`config.mk`:
```
export PLATFORM = sky130hd
export DESIGN_NAME = lteccfg_top
export DESIGN_NICKNAME = d
export VERILOG_FILES = /design/src/hdl/lteccfg_top.v
export VERILOG_INCLUDE_DIRS = /design/src /design/src/hdl
export SDC_FILE = /design/constraint.sdc
export NUM_CORES = 1
export LEC_CHECK = 0
export BUFFER_PORTS_ARGS = -buffer_cell sky130_fd_sc_hd__buf_2
export CAP_MARGIN = 10
export CORE_ASPECT_RATIO = 1.1
export CORE_MARGIN = 10
export CORE_UTILIZATION = 46
export CTS_BUF_LIST = sky130_fd_sc_hd__clkbuf_8
export DETAILED_ROUTE_END_ITERATION = 8
export PLACE_DENSITY = 0.67
export SYNTH_ARGS = -nofsm -noshare
export SYNTH_HDL_FRONTEND = slang
export SYNTH_SLANG_ARGS = --single-unit
```
`constraint.sdc`:
```
create_clock -name clk -period 4.4 [get_ports clk]
set_input_delay 0.88 -clock clk [delete_from_list [all_inputs] [get_ports clk]]
set_output_delay 0.88 -clock clk [all_outputs]
set_load 0.1 [all_outputs]
```
`src/hdl/lteccfg_regs.vh`:
```
// Register offsets, field positions, reset values and timing constants of the error capture / port-write block
// How it works
// - Capture register freezes on first enabled logical/transport error until cleared.
// - Capture stores format type in field 0:3, transaction type in 4:7, rest zero.
// - Transaction type is always the four bits after the format type.
// - A maintenance packet is expected to carry format type eight; capture goes by errKind and never checks the format type.
// - Capture only for maintenance request, response, port-write with hop count zero.
// - A correctly formatted failing maintenance request leaves capture unchanged.
// - Generated port-writes use the programmed target ID as destination.
// - Generated port-writes go to the port chosen by routing lookup.
// - Wide-ID select clear gives 8-bit destination, set gives 16-bit destination.
// - High target-ID byte is ignored unless wide-ID select is set.
// - Writes update every port copy; reads return port 0 copy.
// - Sixteen-bit lifetime bounds packet residence; zero disables the check.
// - Expiry falls between 78 and 117 register-bus periods times lifetime.
// - Register-bus period is 16 ns, 12.8 ns, or twice reference period.
// - Expired packet is discarded, port drop flag set, port-write may be issued.
// - Capture only for error types whose enable bit is set; enables reset zero.
`ifndef LTECCFG_REGS_VH
`define LTECCFG_REGS_VH
`define LTEC_OFS_CAPTURE 16'h101C
`define LTEC_OFS_PWTARGET 16'h1028
`define LTEC_OFS_LIFETIME 16'h102C
`define LTEC_OFS_ERRENABLE 16'h1030
`define LTEC_OFS_INTSTAT 16'h1034
`define LTEC_OFS_INTMASK 16'h1038
`define LTEC_RESET_VALUE 32'h00000000
// Field positions in little-endian bit numbering (documented bit 0 is bit 31)
`define LTEC_FTYPE_HI 31
`define LTEC_FTYPE_LO 28
`define LTEC_TTYPE_HI 27
`define LTEC_TTYPE_LO 24
`define LTEC_TIDH_HI 31
`define LTEC_TIDH_LO 24
`define LTEC_TIDL_HI 23
`define LTEC_TIDL_LO 16
`define LTEC_WIDE_BIT 15
`define LTEC_TTL_HI 31
`define LTEC_TTL_LO 16
`define LTEC_FTYPE_MAINT 4'h8
// Timing: register-bus period in picoseconds, expiry bounds in periods
`define LTEC_REGBUS_PS 16000
`define LTEC_CLK_PS 20000
`define LTEC_TTL_MIN_PERIODS 78
`define LTEC_TTL_MAX_PERIODS 117
// Ageing tick in clocks; four ticks per lifetime unit keep even a lifetime of one inside the window
`define LTEC_TICK_CYC 16
// Interrupt status bits
`define LTEC_INT_CAPTURE 0
`define LTEC_INT_DROP 1
`endif

```
`src/hdl/lteccfg_top.v`:
```
// Error capture, port-write target and packet lifetime register block with per-slot ageing
`include "lteccfg_regs.vh"
module lteccfg_top #(
    parameter NPORTS = 4,
    parameter ID_W = 16
) (
    // Clock and reset
    input wire clk,
    input wire srst,
    // Register port
    input wire [15:0] regAddr,
    input wire [31:0] regWrData,
    input wire regWrStb,
    input wire regRdStb,
    output reg [31:0] regRdData,
    // Logical-layer error report from fabric (same clock)
    input wire errValid,
    input wire [2:0] errType,
    input wire [1:0] errKind,
    input wire [7:0] errHopCount,
    input wire errWellFormed,
    input wire [3:0] errFtype,
    input wire [3:0] errTtype,
    // Packet ageing per port: packet enters, leaves
    input wire [NPORTS-1:0] pktStart,
    input wire [NPORTS-1:0] pktDone,
    // Port-write generation request
    input wire pwReq,
    input wire [3:0] pwLutPort,
    // Outputs
    output reg [NPORTS-1:0] pktExpire,
    output reg [NPORTS-1:0] outputDrop,
    output reg pwValid,
    output reg [ID_W-1:0] pwDestId,
    output reg pwWide,
    output reg [3:0] pwOutPort,
    output reg irq
);

localparam [1:0] KIND_MREQ = 2'h0;
localparam [1:0] KIND_MRSP = 2'h1;
localparam [1:0] KIND_PW = 2'h2;
localparam integer TICK_CYC = `LTEC_TICK_CYC;

////////////////////////////////////////////////////////////////////////////////
// Register storage, one copy per port for broadcast registers
reg [7:0] captureFf;
reg lockFf;
reg [2:0] errEnableFf;
reg [16:0] pwTargetFf [0:NPORTS-1];
reg [15:0] lifetimeFf [0:NPORTS-1];
reg [1:0] intStatFf;
reg [1:0] intMaskFf;
reg [NPORTS-1:0] dropFf;
integer i;

function [31:0] pwWord;
    input [16:0] v;
    begin
        pwWord = {v[16:9], v[8:1], v[0], 15'h0000};
    end
endfunction

wire isCapture = regAddr == `LTEC_OFS_CAPTURE;
wire isPwTarget = regAddr == `LTEC_OFS_PWTARGET;
wire isLifetime = regAddr == `LTEC_OFS_LIFETIME;

// Capture qualifies only for hop-0 maintenance traffic with enabled error type
wire kindOk = errKind == KIND_MREQ || errKind == KIND_MRSP || errKind == KIND_PW;
wire enOk = errType < 3'h3 && errEnableFf[errType[1:0]];
wire fmtOk = !(errKind == KIND_MREQ && errWellFormed);
wire captureHit = errValid && kindOk && errHopCount == 8'h00 && enOk && fmtOk;
wire clearCapture = regWrStb && isCapture && regWrData == `LTEC_RESET_VALUE;
wire [NPORTS-1:0] expireNow;

////////////////////////////////////////////////////////////////////////////////
// Capture register and lock
always @(posedge clk) begin
    if (srst) begin
        captureFf <= 8'h00;
        lockFf <= 1'b0;
    end else if (captureHit && !lockFf) begin
        captureFf <= {errFtype, errTtype};
        lockFf <= 1'b1;
    end else if (clearCapture) begin
        captureFf <= 8'h00;
        lockFf <= 1'b0;
    end else if (regWrStb && isCapture && !lockFf) begin
        captureFf <= regWrData[31:24];
    end
end

////////////////////////////////////////////////////////////////////////////////
// Broadcast configuration registers and enables
always @(posedge clk) begin
    if (srst) begin
        for (i = 0; i < NPORTS; i = i + 1) begin
            pwTargetFf[i] <= 17'h00000;
            lifetimeFf[i] <= 16'h0000;
        end
        errEnableFf <= 3'h0;
        intMaskFf <= 2'h0;
    end else if (regWrStb) begin
        for (i = 0; i < NPORTS; i = i + 1) begin
            if (isPwTarget) begin
                pwTargetFf[i] <= {regWrData[31:16], regWrData[`LTEC_WIDE_BIT]};
            end
            if (isLifetime) begin
                lifetimeFf[i] <= regWrData[`LTEC_TTL_HI:`LTEC_TTL_LO];
            end
        end
        if (regAddr == `LTEC_OFS_ERRENABLE) begin
            errEnableFf <= regWrData[2:0];
        end
        if (regAddr == `LTEC_OFS_INTMASK) begin
            intMaskFf <= regWrData[1:0];
        end
    end
end

////////////////////////////////////////////////////////////////////////////////
// Interrupt status: set wins over write-one-to-clear
always @(posedge clk) begin
    if (srst) begin
        intStatFf <= 2'h0;
        irq <= 1'b0;
    end else begin
        intStatFf[`LTEC_INT_CAPTURE] <= (captureHit && !lockFf) ||
            (intStatFf[`LTEC_INT_CAPTURE] &&
             !(regWrStb && regAddr == `LTEC_OFS_INTSTAT && regWrData[`LTEC_INT_CAPTURE]));
        intStatFf[`LTEC_INT_DROP] <= (|expireNow) ||
            (intStatFf[`LTEC_INT_DROP] &&
             !(regWrStb && regAddr == `LTEC_OFS_INTSTAT && regWrData[`LTEC_INT_DROP]));
        irq <= |(intStatFf & intMaskFf);
    end
end

////////////////////////////////////////////////////////////////////////////////
// Read port, data one cycle after the strobe
always @(posedge clk) begin
    if (srst) begin
        regRdData <= 32'h00000000;
    end else if (regRdStb) begin
        if (isCapture) begin
            regRdData <= {captureFf, 24'h000000};
        end else if (isPwTarget) begin
            regRdData <= pwWord(pwTargetFf[0]);
        end else if (isLifetime) begin
            regRdData <= {lifetimeFf[0], 16'h0000};
        end else if (regAddr == `LTEC_OFS_ERRENABLE) begin
            regRdData <= {29'h00000000, errEnableFf};
        end else if (regAddr == `LTEC_OFS_INTSTAT) begin
            regRdData <= {30'h00000000, intStatFf};
        end else if (regAddr == `LTEC_OFS_INTMASK) begin
            regRdData <= {30'h00000000, intMaskFf};
        end else begin
            regRdData <= 32'h00000000;
        end
    end else begin
        regRdData <= 32'h00000000;
    end
end

////////////////////////////////////////////////////////////////////////////////
// Ageing: coarse tick of 16 clocks, expiry after four ticks per lifetime unit plus the partial first tick
reg [15:0] preFf;
wire tick = preFf == TICK_CYC[15:0] - 16'h0001;
always @(posedge clk) begin
    if (srst || tick) begin
        preFf <= 16'h0000;
    end else begin
        preFf <= preFf + 16'h0001;
    end
end

genvar g;
generate
    for (g = 0; g < NPORTS; g = g + 1) begin : gAge
        reg activeFf;
        reg [17:0] ageFf;
        // A shared tick adds up to one tick of jitter, so the tick must stay well below the window width
        assign expireNow[g] = activeFf && !pktDone[g] && lifetimeFf[g] != 16'h0000 &&
            tick && ageFf >= {lifetimeFf[g], 2'b00};
        always @(posedge clk) begin
            if (srst) begin
                activeFf <= 1'b0;
                ageFf <= 18'h00000;
            end else if (pktStart[g]) begin
                activeFf <= 1'b1;
                ageFf <= 18'h00000;
            end else if (pktDone[g] || expireNow[g]) begin
                activeFf <= 1'b0;
            end else if (activeFf && tick && ageFf != 18'h3FFFF) begin
                ageFf <= ageFf + 18'h00001;
            end
        end
    end
endgenerate

always @(posedge clk) begin
    if (srst) begin
        dropFf <= {NPORTS{1'b0}};
        pktExpire <= {NPORTS{1'b0}};
        outputDrop <= {NPORTS{1'b0}};
    end else begin
        pktExpire <= expireNow;
        dropFf <= dropFf | expireNow;
        outputDrop <= dropFf | expireNow;
    end
end

////////////////////////////////////////////////////////////////////////////////
// Port-write destination generation
always @(posedge clk) begin
    if (srst) begin
        pwValid <= 1'b0;
        pwDestId <= {ID_W{1'b0}};
        pwWide <= 1'b0;
        pwOutPort <= 4'h0;
    end else begin
        pwValid <= pwReq;
        if (pwReq) begin
            pwWide <= pwTargetFf[0][0];
            pwOutPort <= pwLutPort;
            if (pwTargetFf[0][0]) begin
                pwDestId <= pwTargetFf[0][16:1];
            end else begin
                pwDestId <= {8'h00, pwTargetFf[0][8:1]};
            end
        end
    end
end

endmodule

```
# [Yosys cells after proc, flatten, opt, wreduce, memory -nomap -nowiden]
# Memory sizes are Yosys's and may differ from the RTL's.
# Index checks and enable logic that the tools add are counted.
[word_totals] mem_bits_ro=0 mem_count=2 mem_bits_rw=132 latchBits=0 reg_bits=171 output_inout_bits=63
[op_classes] n_eq_ne=13 magnitude_cmp=6 shifts=0 n_div=0 n_mux=40 mul=0 n_reduce_logical=85 bitwise_logic=15 add_sub_neg=5
[mem_list] name="pwTargetFf" depth=4 width=17 read_ports=1 rd_ports_with_merged_regs=0 wr=4 line="lteccfg_top.v:50" rtl="reg [16:0] pwTargetFf [0:NPORTS-1];"
[mem_list] name="lifetimeFf" depth=4 width=16 read_ports=4 rd_ports_with_merged_regs=0 wr=4 line="lteccfg_top.v:51" rtl="reg [15:0] lifetimeFf [0:NPORTS-1];"
[ops] cell="16-bit by 13-bit == test with 1-bit output, second input constant" count=6
[ops] cell="32-bit two-way mux" count=3
[ops] cell="16-bit two-way mux" count=5
[ops] cell="18-bit by 1-bit adder with 18-bit output, second input constant" count=4
[ops] cell="18-bit >= comparator" count=4
[ops] cell="18-bit != test, second input constant" count=4
[ops] cell="17-bit two-way mux" count=4
[ops] cell="16-bit nonzero test" count=4
[ops] cell="1-bit logical AND" count=39
[ops] cell="32-bit logical NOT" count=1
[ops] cell="8-bit two-way mux" count=3
[ops] cell="1-bit two-way mux" count=21
[ops] cell="16-bit by 1-bit adder with 16-bit output, second input constant" count=1
[ops] cell="16-bit by 4-bit == test with 1-bit output, second input constant" count=1
[ops] cell="2-bit AND reduction" count=6
[ops] cell="2-bit OR reduction" count=6
[ops] cell="2-bit nonzero test" count=5
[ops] cell="1-bit logical OR" count=9
[ops] cell="1-bit logical NOT" count=8
[ops] cell="8-bit logical NOT" count=1
[ops] cell="1-bit OR" count=8
[ops] cell="7-bit OR reduction" count=1
[ops] cell="1-bit inverter" count=5
[ops] cell="5-bit OR reduction" count=1
[ops] cell="13 further kinds" count=14

# [Depth between registers and ports, before layout]
[depth] word_depth=9 depth_mapped=11

# [Least setup slack after synthesis]
# Ideal clock, no wire load.
[synth_path] path_kind="input-to-reg" start="input port regAddr[9]" end="memory pwTargetFf[0][0] (enable)" t_arrival_ns=2.558 n_path_buf=0 setup_time_ns=0.395 path_stages=5 slack_ns=1.448 path_cell_list="nor4b_1 -> nand4_1 -> nor3b_2 -> nand2_1 -> o21bai_1"
[synth_lines] element="from (decl)" line="lteccfg_top.v:11" rtl="input wire [15:0] regAddr,"
[synth_lines] element="to (decl)" line="lteccfg_top.v:50"

==> results.yml <==
global_routing:
  grt_max_degree: 40
  antenna_found_initial: 1
  grt_pass1_wl_um: 42700
  track_usage: 0.186
  grt_pass1_vias: 8396
  gr-total-overflow: 0
sta:
  finalCriticalPeriod_ns: 3.01
  setup_tns_ns: 0
  max_freq_ghz: 0.332
  relSlewSlack: 0.363
  setup_viol: 0
  maxSlewViolCount: 0
  final_hold_viol_count: 0
  rsz0062_at_grt: "no"
  period_share: 0.685
  fin_skew_ns: 0.0160
  worstMarginPinSlew_ns: 0.956
logic_synthesis:
  ys_types: 72
  synth_seq_area_share: 0.420
  synthesis.area_um2: 9930
  syn_area_per_cell_um2: 9.17
  synth_flop_cell: "dfxtp_1"
  synth_most_common_cell: "dfxtp_1"
  synthArstFlopShare: 0
  yosys.area.top_type: "dfxtp_1"
  yosys_warnings: 0
  synth_cells: 1082
  synth.top_cell.area_share: 0.321
  synth-edff-count: 33
  synth.area.top_cells: "dfxtp_1 32%, edfxtp_1 10%, ha_1 9.2%"
  synth_seq_cells: 192
  synth_common_cells: "159 x dfxtp_1, 118 x nor2_1, 73 x ha_1, 62 x a21oi_1, 62 x nand2_1"
power_and_ir_drop:
  pwr-share-comb: 0.096
  pwr-share-clk: 0.355
  ir_worst_vdd_mv: 0.184
  p_switching_uw: 935
  p_seq_frac: 0.548
  cellInternalPower_uw: 2410
  swShare: 0.279
  pwr_density_cell_nw_per_um2: 297
  leakagePower_uw: 0.00450
  total_power_uw: 3350
placement:
  dp_hpwl_um: 20200
  gp_congestion: 0.858
  portBuffers: 138
worst_setup_path:
  worst-path-buf-inv: 1
  path_class: "flop to flop"
  endpoint_kind: "flop"
  slowest_stage: "a21oi_1"
  crit_family: "compound AO/OA/AOI/OAI gates"
  arrival_ns: 3.40
  crit_path_max_incr_delay_ns: 0.80
  reg2reg_from: "lifetimeFf[3][6]"
  worst-path-max-fanout: 12
  timing.rr.end: "gAge[2].ageFf[7]"
  path_cells: "inv_1 > ha_1 > a21oi_1 > a21boi_0 > a311oi_1 > o211ai_1 > a21oi_1 > a31oi_1 > a41o_1"
  cp-start-kind: "flop"
  cp_common_cell: "a21oi_1"
  ff2ff_path_depth: 9
  worst-path-stages: 9
  reg2reg_slack_ns: 1.39
  crit_required_ns: 4.78
worst_hold_path:
  worstHoldStart: "preFf[0]"
  worstHoldPathCells: 1
  hold_class: "flop to flop"
  min_to: "preFf[0]"
clocking:
  tritoncts: "yes"
  clock_insertion_delay_worst_skew_ns: 0.48
  cts_hold_buf: 0
  postCtsSetupBuffers: 0
  cts.sinks: 192
  cts_root_buf: "clkbuf_8"
  cts_inserted_buffers: 17
  htreeDepth: 4
  cts-resized-gates: 0
  clkSlewWorstSetupHoldPaths_ns: 0.11
  cts_buffer_depth: 2
floorplanning:
  die_w_um: 160
  die_h_um: 174
  fp.coreArea_um2: 21300
  io_pins: 151
  num_rows: 56
  fp.dieArea_um2: 27900
  initial_core_util: 0.466
drt:
  dr.pass1.iters: 5
  first_iter_violations: 523
  via_per_inst: 5.59
  ant_nets: 0
  vias: 8457
  wl_per_cell_um: 17.5
  post-route-drc-count: 0
  postRouteWirelength_um: 26400
cells_and_area:
  area_growth_pct: 13.4
  multiInputGateArea_um2: 5410
  seqCellArea_um2: 4170
  layout-drive-gt1-share: 0.174
  fill_cells: 2000
  nets: 1371
flow_run:
  cap_violations: 0
status:
  status: "finished clean"
## layout make-up
type,instances,share of cell area
inverters,37,0.0123
diodes,1,0.000222
clock inverters,15,0.0141
clock buffers,17,0.0208
well taps,290,0.0322
repair buffers,150,0.0693
multi-input cells,812,0.480
flip-flops and latches,192,0.371
## power by group through the flow
stage,registers (µW),logic (µW),clock network [µW]
2_1_floorplan,1940,157,0
3_3_place_gp,1870,318,0
3_5_place_dp,1880,322,0
4_1_cts,1840,323,1220
5_1_grt,1840,344,1290
6_report,1840,323,1190
## worst register-to-register path: stages (launching register included)
cell	delay [ns]
edfxtp_1	0.45
inv_1	0.22
ha_1	0.30
a21oi_1	0.16
a21boi_0	0.11
a311oi_1	0.26
o211ai_1	0.19
a21oi_1	0.80
a31oi_1	0.19
a41o_1	0.25
## metrics by stage
stage          setup slack (ns)  hold slack, ns  instances  instance area, µm²  utilization
6_report                   1.39           0.450       1514               11300        0.529
3_5_place_dp               1.14           0.437       1481               10900        0.510
5_1_grt                    1.16           0.500       1513               11300        0.528
2_1_floorplan              1.45           0.413       1093                9970            -
4_1_cts                    1.47           0.450       1513               11300        0.528
3_3_place_gp               1.23           0.431       1481               10900        0.510
## sequential cells by signal, indices dropped and copies added, names as in the netlist
name / flops
lifetimeFf: 16
gAge.ageFf: 72
regRdData: 20
pwDestId: 16
irq: 1
pwValid: 1
errEnableFf: 3
pwOutPort: 4
intStatFf: 2
preFf: 16
pktExpire: 4
pwTargetFf: 17
lockFf: 1
intMaskFf: 2
dropFf: 4
captureFf: 8
pwWide: 1
gAge.activeFf: 4
## cell families after synthesis
family                     Yosys count  share of synthesized area
xor gates and xnor gates            36                     0.0318
and+or+nand+nor                    446                      0.238
adders and majority gates           73                     0.0920
AOI/OAI and AO/OA                  214                      0.145
muxes                               31                     0.0325
buffers and inverters               89                     0.0397
DFF                                192                      0.420
other                                1                   0.000378
## routing by layer
layer  vias up  routed length, µm  global-route usage
met5         -                  0                   0
met4         0                433              0.0521
met3        38               1630              0.0449
met2       264              12900               0.319
met1      3984              11400               0.228
li1       4171                  -                   -
## layout by cell type (no fill, tap or decap), types with 33 or more instances in the layout
cell      netlist  layout
edfxtp_1       33      33
nand3_1        48      48
and2_1         42      42
nand2_1        62      62
a21oi_1        62      62
dfxtp_1       159     159
nor2_1        118     118
o21ai_0        40      40
buf_2           6     138
inv_1          36      40
ha_1           73      73
## worst max-delay path by stage
stage	startpoint	to	slack (ns)
after detailed placement	regAddr[9]	pwTargetFf[0][5]	1.14
after global routing	lifetimeFf[3][6]	gAge[2].ageFf[15]	1.16
after CTS	lifetimeFf[3][6]	gAge[2].ageFf[7]	1.47
final	lifetimeFf[3][6]	gAge[2].ageFf[7]	1.39
after global placement	regAddr[9]	pwTargetFf[0][5]	1.23
after floorplan	regAddr[9]	pwTargetFf[0][0]	1.45
Note: power is estimated with default switching activity, not from simulation.
